[src/shared/configurable_logic_defines.svh]
`ifndef CONFIGURABLE_LOGIC_DEFINES_SVH
`define CONFIGURABLE_LOGIC_DEFINES_SVH

// Register offsets
`define CL_OFF_GLOBAL      4'h0
`define CL_OFF_SEQ         4'h1
`define CL_OFF_TABLE0_A    4'h5
`define CL_TABLE_STRIDE    4'h4
`define CL_SUB_A           4'h0
`define CL_SUB_B           4'h1
`define CL_SUB_C           4'h2
`define CL_SUB_PATTERN     4'h3

// Reset value and writable bits
`define CL_RESET_VALUE     8'h00
`define CL_GLOBAL_MASK     8'h41
`define CL_SEQ_MASK        8'h0f
`define CL_CTRL_A_MASK     8'hf9
`define CL_CTRL_C_MASK     8'h0f

// Field positions
`define CL_BIT_ENABLE      0
`define CL_BIT_RUN_STBY    6
`define CL_BIT_EDGE        7
`define CL_BIT_CLOCK_SOURCE_SELECT      6
`define CL_FILT_HI         5
`define CL_FILT_LO         4
`define CL_BIT_PIN_OUTPUT_ENABLE       3
`define CL_SEL1_HI         7
`define CL_SEL1_LO         4
`define CL_SEL0_HI         3
`define CL_SEL0_LO         0

// Sequencer codes
`define CL_SEQ_OFF         4'h0
`define CL_SEQ_DFF         4'h1
`define CL_SEQ_JK          4'h2
`define CL_SEQ_DLATCH      4'h3
`define CL_SEQ_RS          4'h4

// Filter codes
`define CL_FILT_NONE       2'h0
`define CL_FILT_SYNC       2'h1
`define CL_FILT_FULL       2'h2

// Input source codes
`define CL_SRC_MASK        4'h0
`define CL_SRC_FEEDBACK    4'h1
`define CL_SRC_LINK        4'h2
`define CL_SRC_EVENT_LINE_0      4'h3
`define CL_SRC_EVENT_LINE_1      4'h4
`define CL_SRC_PIN         4'h5
`define CL_SRC_COMPARATOR  4'h6
`define CL_SRC_TIMER_B     4'h7
`define CL_SRC_TIMER_A     4'h8
`define CL_SRC_TIMER_D     4'h9
`define CL_SRC_SERIAL      4'ha
`define CL_SRC_SPI         4'hb

`endif

[src/shared/configurable_logic_pkg.sv]
package configurable_logic_pkg;

  typedef enum logic [2:0] {
    SEQ_OFF,
    SEQ_DFF,
    SEQ_JK,
    SEQ_DLATCH,
    SEQ_RS,
    SEQ_RESERVED
  } seq_mode_t;

  typedef enum logic [1:0] {
    FILT_NONE,
    FILT_SYNC,
    FILT_FULL,
    FILT_RESERVED
  } filt_mode_t;

endpackage

[src/logic/configurable_logic.sv]
// Added by the designer: strobed register access.
`timescale 1ns/1ps
`include "configurable_logic_defines.svh"

module configurable_logic
  import configurable_logic_pkg::*;
(
  // Clock and reset
  input  wire logic       CORE_CLK_I,
  input  wire logic       RST_I,
  // Register port
  input  wire logic [3:0] ADDR_I,
  input  wire logic [7:0] WDATA_I,
  input  wire logic       WR_I,
  input  wire logic       RD_I,
  output logic      [7:0] RDATA_O,
  // Sleep state
  input  wire logic       SLEEP_STANDBY_I,
  // Input sources
  input  wire logic       EVENT_LINE_0_I,
  input  wire logic       EVENT_LINE_1_I,
  input  wire logic [2:0] TABLE0_PIN_I,
  input  wire logic [2:0] TABLE1_PIN_I,
  input  wire logic       COMPARATOR_OUTPUT_I,
  input  wire logic       TIMER_B_OUTPUT_I,
  input  wire logic [2:0] TIMER_A_OUTPUT_I,
  input  wire logic       TIMER_D_OUTPUT_A_I,
  input  wire logic       TIMER_D_OUTPUT_B_I,
  input  wire logic       SERIAL_PORT_TXD_I,
  input  wire logic       USART_CLOCK_I,
  input  wire logic       SPI_SCK_I,
  input  wire logic       SPI_MOSI_I,
  input  wire logic       SPI_MISO_I,
  // Table outputs
  output logic      [1:0] TABLE_OUT_O,
  output logic      [1:0] LUT_PIN_OUTPUT_O,
  output logic      [1:0] LUT_PIN_OE_O
);

  // Register storage
  logic [7:0] global_q;
  logic [3:0] seq_sel_q;
  logic [7:0] ctrl_a_q   [2];
  logic [7:0] ctrl_b_q   [2];
  logic [7:0] ctrl_c_q   [2];
  logic [7:0] pattern_q  [2];
  logic [7:0] rdata_q;

  // Datapath state
  logic [1:0] direct_q;
  logic [1:0] in2_prev_q;
  logic [1:0] sync1_q;
  logic [1:0] sync2_q;
  logic [1:0] hist0_q;
  logic [1:0] hist1_q;
  logic [1:0] filt_q;
  logic [1:0] edge_prev_q;
  logic [1:0] edge_q;
  logic       seq_q;
  logic       seq_hold_q;
  logic [1:0] out_q;

  // Combinational values
  logic        glob_en;
  logic        peripheral_clock_run;
  logic        standby_off;
  logic [1:0]  tab_en;
  logic [1:0]  clock_source_select;
  logic [1:0]  edge_en;
  logic [1:0]  tick;
  logic [1:0]  direct;
  logic [1:0]  filt_out;
  logic [1:0]  stage;
  logic [1:0]  result;
  logic [2:0]  in_v     [2];
  logic [15:0] src_v    [2][3];
  logic [3:0]  sel      [2][3];
  filt_mode_t  fmode    [2];
  seq_mode_t   smode;
  logic        seq_on;
  logic        seq_val;

  function automatic logic [3:0] table_addr(input logic t, input logic [3:0] sub);
    return `CL_OFF_TABLE0_A + (t ? `CL_TABLE_STRIDE : 4'h0) + sub;
  endfunction

  function automatic logic pick(input logic [15:0] vec, input logic [3:0] s);
    return vec[s];
  endfunction

  function automatic filt_mode_t filt_decode(input logic [1:0] f);
    filt_mode_t m;
    m = FILT_RESERVED;
    if (f == `CL_FILT_NONE) m = FILT_NONE;
    if (f == `CL_FILT_SYNC) m = FILT_SYNC;
    if (f == `CL_FILT_FULL) m = FILT_FULL;
    return m;
  endfunction

  function automatic seq_mode_t seq_decode(input logic [3:0] s);
    seq_mode_t m;
    m = SEQ_RESERVED;
    if (s == `CL_SEQ_OFF) m = SEQ_OFF;
    if (s == `CL_SEQ_DFF) m = SEQ_DFF;
    if (s == `CL_SEQ_JK) m = SEQ_JK;
    if (s == `CL_SEQ_DLATCH) m = SEQ_DLATCH;
    if (s == `CL_SEQ_RS) m = SEQ_RS;
    return m;
  endfunction

  assign glob_en     = global_q[`CL_BIT_ENABLE];
  assign standby_off = SLEEP_STANDBY_I & ~global_q[`CL_BIT_RUN_STBY];
  assign peripheral_clock_run = ~standby_off;
  assign smode       = seq_decode(seq_sel_q);
  assign seq_on      = (smode != SEQ_OFF) && (smode != SEQ_RESERVED);

  // Register writes
  always_ff @(posedge CORE_CLK_I) begin
    if (RST_I) begin
      global_q  <= `CL_RESET_VALUE;
      seq_sel_q <= 4'h0;
      for (int t = 0; t < 2; t++) begin
        ctrl_a_q[t]  <= `CL_RESET_VALUE;
        ctrl_b_q[t]  <= `CL_RESET_VALUE;
        ctrl_c_q[t]  <= `CL_RESET_VALUE;
        pattern_q[t] <= `CL_RESET_VALUE;
      end
    end else if (WR_I) begin
      if (ADDR_I == `CL_OFF_GLOBAL) begin
        global_q <= WDATA_I & `CL_GLOBAL_MASK;
      end
      if (!glob_en) begin
        if (ADDR_I == `CL_OFF_SEQ) begin
          seq_sel_q <= 4'(WDATA_I & `CL_SEQ_MASK);
        end
        for (int t = 0; t < 2; t++) begin
          if (ADDR_I == table_addr(1'(t), `CL_SUB_A)) begin
            ctrl_a_q[t] <= WDATA_I & `CL_CTRL_A_MASK;
          end
          if (ADDR_I == table_addr(1'(t), `CL_SUB_B)) begin
            ctrl_b_q[t] <= WDATA_I;
          end
          if (ADDR_I == table_addr(1'(t), `CL_SUB_C)) begin
            ctrl_c_q[t] <= WDATA_I & `CL_CTRL_C_MASK;
          end
          if (ADDR_I == table_addr(1'(t), `CL_SUB_PATTERN)) begin
            pattern_q[t] <= WDATA_I;
          end
        end
      end
    end
  end

  // Register reads, data valid only in the cycle after the strobe
  always_ff @(posedge CORE_CLK_I) begin
    if (RST_I) begin
      rdata_q <= 8'h00;
    end else begin
      rdata_q <= 8'h00;
      if (RD_I) begin
        if (ADDR_I == `CL_OFF_GLOBAL) rdata_q <= global_q;
        if (ADDR_I == `CL_OFF_SEQ) rdata_q <= {4'h0, seq_sel_q};
        for (int t = 0; t < 2; t++) begin
          if (ADDR_I == table_addr(1'(t), `CL_SUB_A)) rdata_q <= ctrl_a_q[t];
          if (ADDR_I == table_addr(1'(t), `CL_SUB_B)) rdata_q <= ctrl_b_q[t];
          if (ADDR_I == table_addr(1'(t), `CL_SUB_C)) rdata_q <= ctrl_c_q[t];
          if (ADDR_I == table_addr(1'(t), `CL_SUB_PATTERN)) rdata_q <= pattern_q[t];
        end
      end
    end
  end

  assign RDATA_O = rdata_q;

  // Field decode and source selection
  always_comb begin
    for (int t = 0; t < 2; t++) begin
      tab_en[t]  = glob_en & ctrl_a_q[t][`CL_BIT_ENABLE];
      clock_source_select[t]  = ctrl_a_q[t][`CL_BIT_CLOCK_SOURCE_SELECT];
      edge_en[t] = ctrl_a_q[t][`CL_BIT_EDGE];
      fmode[t]   = filt_decode(ctrl_a_q[t][`CL_FILT_HI:`CL_FILT_LO]);
      sel[t][0]  = ctrl_b_q[t][`CL_SEL0_HI:`CL_SEL0_LO];
      sel[t][1]  = ctrl_b_q[t][`CL_SEL1_HI:`CL_SEL1_LO];
      sel[t][2]  = ctrl_c_q[t][3:0];
      for (int i = 0; i < 3; i++) begin
        src_v[t][i] = 16'h0000;
        src_v[t][i][`CL_SRC_MASK]       = 1'b0;
        // Registered feedback keeps a transparent latch out of a loop
        src_v[t][i][`CL_SRC_FEEDBACK]   = seq_q & glob_en & ctrl_a_q[0][`CL_BIT_ENABLE];
        src_v[t][i][`CL_SRC_LINK]       = direct_q[1 - t];
        src_v[t][i][`CL_SRC_EVENT_LINE_0]     = EVENT_LINE_0_I;
        src_v[t][i][`CL_SRC_EVENT_LINE_1]     = EVENT_LINE_1_I;
        src_v[t][i][`CL_SRC_PIN]        = (t == 0) ? TABLE0_PIN_I[i] : TABLE1_PIN_I[i];
        src_v[t][i][`CL_SRC_COMPARATOR] = COMPARATOR_OUTPUT_I;
        src_v[t][i][`CL_SRC_TIMER_B]    = TIMER_B_OUTPUT_I;
        src_v[t][i][`CL_SRC_TIMER_A]    = TIMER_A_OUTPUT_I[i];
        src_v[t][i][`CL_SRC_TIMER_D]    = (i == 1) ? TIMER_D_OUTPUT_B_I : TIMER_D_OUTPUT_A_I;
      end
      src_v[t][0][`CL_SRC_SERIAL] = USART_CLOCK_I;
      src_v[t][0][`CL_SRC_SPI]    = SPI_SCK_I;
      src_v[t][1][`CL_SRC_SERIAL] = SERIAL_PORT_TXD_I;
      src_v[t][1][`CL_SRC_SPI]    = SPI_MOSI_I;
      src_v[t][2][`CL_SRC_SERIAL] = 1'b0;
      src_v[t][2][`CL_SRC_SPI]    = SPI_MISO_I;
      in_v[t][0] = pick(src_v[t][0], sel[t][0]);
      in_v[t][1] = pick(src_v[t][1], sel[t][1]);
      in_v[t][2] = pick(src_v[t][2], sel[t][2]) & ~clock_source_select[t];
      direct[t]  = pattern_q[t][in_v[t]];
    end
  end

  // Clock enables: line 2 rising edge or the peripheral clock
  always_ff @(posedge CORE_CLK_I) begin
    if (RST_I) begin
      in2_prev_q <= 2'b00;
    end else begin
      for (int t = 0; t < 2; t++) begin
        in2_prev_q[t] <= pick(src_v[t][2], sel[t][2]);
      end
    end
  end

  always_comb begin
    for (int t = 0; t < 2; t++) begin
      if (clock_source_select[t]) begin
        tick[t] = pick(src_v[t][2], sel[t][2]) & ~in2_prev_q[t];
      end else begin
        tick[t] = peripheral_clock_run;
      end
    end
  end

  // Registered direct outputs break the link loop between tables
  always_ff @(posedge CORE_CLK_I) begin
    if (RST_I) begin
      direct_q <= 2'b00;
    end else begin
      direct_q <= direct & tab_en;
    end
  end

  // Resync and glitch filter, cleared one cycle after disable
  always_ff @(posedge CORE_CLK_I) begin
    if (RST_I) begin
      sync1_q <= 2'b00;
      sync2_q <= 2'b00;
      hist0_q <= 2'b00;
      hist1_q <= 2'b00;
      filt_q  <= 2'b00;
    end else begin
      for (int t = 0; t < 2; t++) begin
        if (!tab_en[t]) begin
          sync1_q[t] <= 1'b0;
          sync2_q[t] <= 1'b0;
          hist0_q[t] <= 1'b0;
          hist1_q[t] <= 1'b0;
          filt_q[t]  <= 1'b0;
        end else if (tick[t]) begin
          sync1_q[t] <= direct[t];
          sync2_q[t] <= sync1_q[t];
          hist0_q[t] <= sync2_q[t];
          hist1_q[t] <= hist0_q[t];
          if ((sync2_q[t] == hist0_q[t]) && (hist0_q[t] == hist1_q[t])) begin
            filt_q[t] <= sync2_q[t];
          end
        end
      end
    end
  end

  always_comb begin
    for (int t = 0; t < 2; t++) begin
      unique case (fmode[t])
        FILT_NONE:     filt_out[t] = direct[t];
        FILT_SYNC:     filt_out[t] = sync2_q[t];
        FILT_FULL:     filt_out[t] = filt_q[t];
        FILT_RESERVED: filt_out[t] = direct[t];
      endcase
    end
  end

  // Rising-edge pulse detector
  always_ff @(posedge CORE_CLK_I) begin
    if (RST_I) begin
      edge_prev_q <= 2'b00;
      edge_q      <= 2'b00;
    end else begin
      for (int t = 0; t < 2; t++) begin
        if (!tab_en[t]) begin
          edge_prev_q[t] <= 1'b0;
          edge_q[t]      <= 1'b0;
        end else if (tick[t]) begin
          edge_prev_q[t] <= filt_out[t];
          edge_q[t]      <= filt_out[t] & ~edge_prev_q[t];
        end
      end
    end
  end

  assign stage = (edge_en & edge_q) | (~edge_en & filt_out);

  // Sequential element on the even table's clock
  always_ff @(posedge CORE_CLK_I) begin
    if (RST_I) begin
      seq_hold_q <= 1'b1;
    end else begin
      seq_hold_q <= ~tab_en[0];
    end
  end

  always_ff @(posedge CORE_CLK_I) begin
    if (RST_I) begin
      seq_q <= 1'b0;
    end else if (!tab_en[0] || seq_hold_q) begin
      seq_q <= 1'b0;
    end else if (tick[0]) begin
      unique case (smode)
        SEQ_DFF: begin
          if (stage[1]) seq_q <= stage[0];
        end
        SEQ_JK: begin
          if (stage[0] && stage[1]) seq_q <= ~seq_q;
          else if (stage[0]) seq_q <= 1'b1;
          else if (stage[1]) seq_q <= 1'b0;
        end
        SEQ_DLATCH: begin
          if (stage[1]) seq_q <= stage[0];
        end
        SEQ_RS: begin
          if (stage[0] && !stage[1]) seq_q <= 1'b1;
          else if (stage[1] && !stage[0]) seq_q <= 1'b0;
        end
        default: seq_q <= 1'b0;
      endcase
    end
  end

  // Latch is transparent while its gate is high on a table 0 clock tick; disable clears at once
  always_comb begin
    if (!tab_en[0]) begin
      seq_val = 1'b0;
    end else if (smode == SEQ_DLATCH && stage[1] && tick[0]) begin
      seq_val = stage[0];
    end else begin
      seq_val = seq_q;
    end
  end

  // Final result with standby forcing
  always_comb begin
    result[0] = seq_on ? seq_val : stage[0];
    result[1] = stage[1];
    for (int t = 0; t < 2; t++) begin
      if (!tab_en[t]) begin
        result[t] = 1'b0;
      end else if (standby_off &&
                   ((((fmode[t] != FILT_NONE) || edge_en[t]) && !clock_source_select[t]) ||
                    (seq_on && !clock_source_select[0]))) begin
        result[t] = 1'b0;
      end
    end
  end

  always_ff @(posedge CORE_CLK_I) begin
    if (RST_I) begin
      out_q <= 2'b00;
    end else begin
      out_q <= result;
    end
  end

  assign TABLE_OUT_O      = out_q;
  assign LUT_PIN_OUTPUT_O = out_q;
  always_comb begin
    for (int t = 0; t < 2; t++) begin
      LUT_PIN_OE_O[t] = tab_en[t] & ctrl_a_q[t][`CL_BIT_PIN_OUTPUT_ENABLE];
    end
  end

  // SPI and serial sources are meaningful only with those ports as masters

endmodule

[config.mk]
export PLATFORM = sky130hd
export DESIGN_NAME = configurable_logic
export DESIGN_NICKNAME = d
export VERILOG_FILES = /design/src/shared/configurable_logic_pkg.sv /design/src/logic/configurable_logic.sv
export VERILOG_INCLUDE_DIRS = /design/src /design/src/shared
export SDC_FILE = /design/constraint.sdc
export NUM_CORES = 1
export LEC_CHECK = 0
export BUFFER_PORTS_ARGS = -buffer_cell sky130_fd_sc_hd__buf_4
export CORE_MARGIN = 3
export CORE_UTILIZATION = 50
export DETAILED_ROUTE_END_ITERATION = 16
export PLACE_DENSITY = 0.66
export SYNTH_ARGS = -nofsm -noshare
export SYNTH_HDL_FRONTEND = slang
export SYNTH_SLANG_ARGS = --single-unit
export TNS_END_PERCENT = 20
[constraint.sdc]
create_clock -name CORE_CLK_I -period 9.6 [get_ports CORE_CLK_I]
set_input_delay 0.48 -clock CORE_CLK_I [delete_from_list [all_inputs] [get_ports CORE_CLK_I]]
set_output_delay 0.48 -clock CORE_CLK_I [all_outputs]
set_load 0.005 [all_outputs]
==> flow_summary.json <==
{
  "cts_sinks": 88,
  "synth_top_family_by_area": "simple AND/OR/NAND/NOR gates",
  "max-vdd-ir-drop_v": 0.0001178,
  "fin_crit_ns": 3.641,
  "grt_pass1_vias": 4001,
  "ioPinCount": 51,
  "grt_pass1_wl_um": 23610,
  "maxCapViolCount": 0,
  "cts_resized": 0,
  "first_iter_violations": 428,
  "worst_pin_slew_ns": 0.9762,
  "cts.htree.levels": 3,
  "clockBufferDepth": 2,
  "fillers": 822,
  "arrival_ns": 3.93,
  "final_net_count": 568,
  "synth_cell_types": 72,
  "crit_fanout": 7,
  "final_common_cell": "edfxtp_1",
  "grt_max_degree": 25,
  "drtAntennaViolNets": 0,
  "setup_ws_ns": 5.959,
  "cp-end-kind": "flip-flop",
  "finalWirelength_um": 15060,
  "numCtsBuffers": 9,
  "hpwl_um": 11730,
  "synthToLayoutAreaGrowth_pct": 12.98,
  "synth_top_area_share_pct": 31.89,
  "setup_violations": 0,
  "finalPower_uw": 823.0,
  "async_flop_share_pct": 0,
  "vias": 4172,
  "status": "finished clean",
  "synth_fa_ha_area_share_pct": 1.788,
  "tns_ns": 0,
  "dpl_worst_slack_ns": 5.980,
  "synth_area_leaders": "edfxtp_1, dfxtp_1, mux2i_1",
  "rsz0062_at_grt": "no",
  "drive_above_1_share_pct": 16.82,
  "routedWlPerCell_um": 22.88,
  "place.gp.congestion": 0.9629,
  "max_freq_ghz": 0.2746,
  "hold_viol_final": 0,
  "postSynthCellCount": 486,
  "cts_setup_buffers": 0,
  "antenna_found_initial": 1,
  "drc_errors": 0,
  "slew_viol_final": 0,
  "power.density_mw_per_mm2": 148.7,
  "clk_pin_slew_ns": 0.10,
  "core-area_sq_mm": 0.009371,
  "clock_latency_ns": 0.36,
  "grt.total_usage_pct": 28.18,
  "fin_skew_ns": 0.01093,
  "holdCritPathClass": "input pin to flip-flop",
  "synth_compound_area_share_pct": 18.73,
  "start_util_pct": 52.26,
  "postLayoutCoreUtil_pct": 59.04,
  "ys_seq_area_share_pct": 46.60,
  "cts_tree": "yes",
  "syn-num-nets": 530,
  "port_buffers": 50,
  "synth_xor_xnor_area_share_pct": 0.1788,
  "synthMuxAreaShare_pct": 10.55,
  "first_pass_iters": 6,
  "hold_buffers": 0,
  "p_leak_nw": 2.119,
  "synthSimpleGateAreaFrac_pct": 18.93,
  "most-common-layout-cells": "edfxtp_1, buf_4, nor2_1",
  "diodes": 0,
  "finalCritPeriodShare_pct": 37.93,
  "ys.flop_type": "edfxtp_1",
  "syn_avg_cell_area_sq_um": 10.08,
  "vias_per_cell": 6.340,
  "slew_headroom_pct": 34.42,
  "synth_edf_count": 52,
  "cts_root_buf": "clkbuf_8",
  "path_class": "flip-flop to flip-flop",
  "ys_ff_latch": 88,
  "critical_path.startpoint_type": "flip-flop",
  "die_x_um": 105.0,
  "synthesis.area_sq_mm": 0.004897,
  "overflow": 0,
  "yosysWarnings": 0,
  "rows": 35,
  "die_y_um": 105.0,
  "yosysTopAreaCell": "edfxtp_1",
  "required_ns": 9.89,
  "design.die.area_sq_mm": 0.01102
}
-- synthesized netlist by cell type, types with 2 or more instances --
cell type	instances
nand3b_1	5
and3_1	9
a31oi_1	8
a21oi_1	27
clkbuf_1	15
mux4_2	7
nor2b_1	9
o22ai_1	3
a211oi_1	7
mux2i_1	28
a22oi_1	4
a221oi_1	2
a21o_1	3
edfxtp_1	52
a222oi_1	2
o21ai_0	27
or4_1	2
nand4b_1	2
nand3_1	10
o211ai_1	5
mux2_2	6
nor3b_1	3
a41oi_1	2
and3b_1	3
inv_1	16
buf_1	3
nand2_1	39
ha_1	7
buf_2	3
a32oi_1	2
and2_1	27
nor4_1	2
nand2b_1	7
a31o_2	4
a21boi_0	3
a2bb2oi_1	3
nor3_1	9
buf_4	2
dfxtp_1	36
o311ai_0	2
nor2_1	49
-- critical path, stage by stage (launching register included) --
cell and delay [ns]:
edfxtp_1 0.48, and3_1 0.27, mux4_2 0.45, o311ai_0 0.79, nor2_1 0.11, mux4_2 0.38, o21bai_2 0.24, inv_1 0.08
ha_1 0.30, nand2_1 0.06, nand3_1 0.07, a2bb2oi_1 0.16, a31oi_1 0.16
-- worst paths after layout --
kind / from / end / slack (ns) / cells after the start
setup reg to reg: ctrl_a_q[0][0]$_DFFE_PP_ / seq_q$_SDFFE_PP0P_ / 5.96 / 12
setup / recovery: ctrl_a_q[0][0]$_DFFE_PP_ / seq_q$_SDFFE_PP0P_ / 5.96 / 12
hold reg to reg: sync1_q[0]$_SDFFE_PP0P_ / sync1_q[0]$_SDFFE_PP0P_ / 0.46 / 2
hold / removal: WDATA_I[6] / global_q[6]$_SDFFE_PP0P_ / 0.45 / 3
-- where the power goes --
part           internal, mW  leakage [nW]  switching (mW)
clock                 0.113         0.102           0.143
combinational        0.0537          1.23          0.0731
sequential            0.416         0.789          0.0235
-- cell type report --
cell class	instances	area, sq um	share of cell area (%)
repair buffers	50	375.4	6.784
flip-flops and latches	88	2282	41.25
well taps	129	161.4	2.917
clock inverters	6	47.55	0.8593
inverters	16	60.06	1.085
multi-input cells	359	2457	44.41
clock buffers	10	148.9	2.691
-- metrics by stage --
step	std cells	hold WS [ns]	instance area, sq um
after floorplan	486	0.4268	4897
after global placement	642	0.4389	5336
after detailed placement	642	0.4516	5336
after CTS	658	0.4414	5533
after global routing	658	0.4548	5533
final	658	0.4463	5533
-- cells by family (layout without fill, tap and decap cells) --
kind of cell / Yosys count / after routing
AOI/OAI and AO/OA: 128 / 128
DFF: 88 / 88
buffers and inverters: 39 / 82
and+or+nand+nor: 181 / 181
xor gates and xnor gates: 1 / 1
adders and majority gates: 7 / 7
muxes: 42 / 42
-- routing by layer --
metal,wire length (um),up-vias,part of all wire [%],GRT usage [%]
li1,-,1904,-,-
met1,6752,2020,45,42.04
met2,6730,217,45,43.03
met3,1228,31,8.2,4.138
met4,344,0,2.3,7.216
met5,0,-,0,0
-- state kept, by name, summed over array words and instances (netlist names), 4 cells and up --
signal	flops
ctrl_a_q	12
ctrl_c_q	8
RDATA_O	8
seq_sel_q	4
ctrl_b_q	16
pattern_q	16
(Power assumes the default switching activity.)
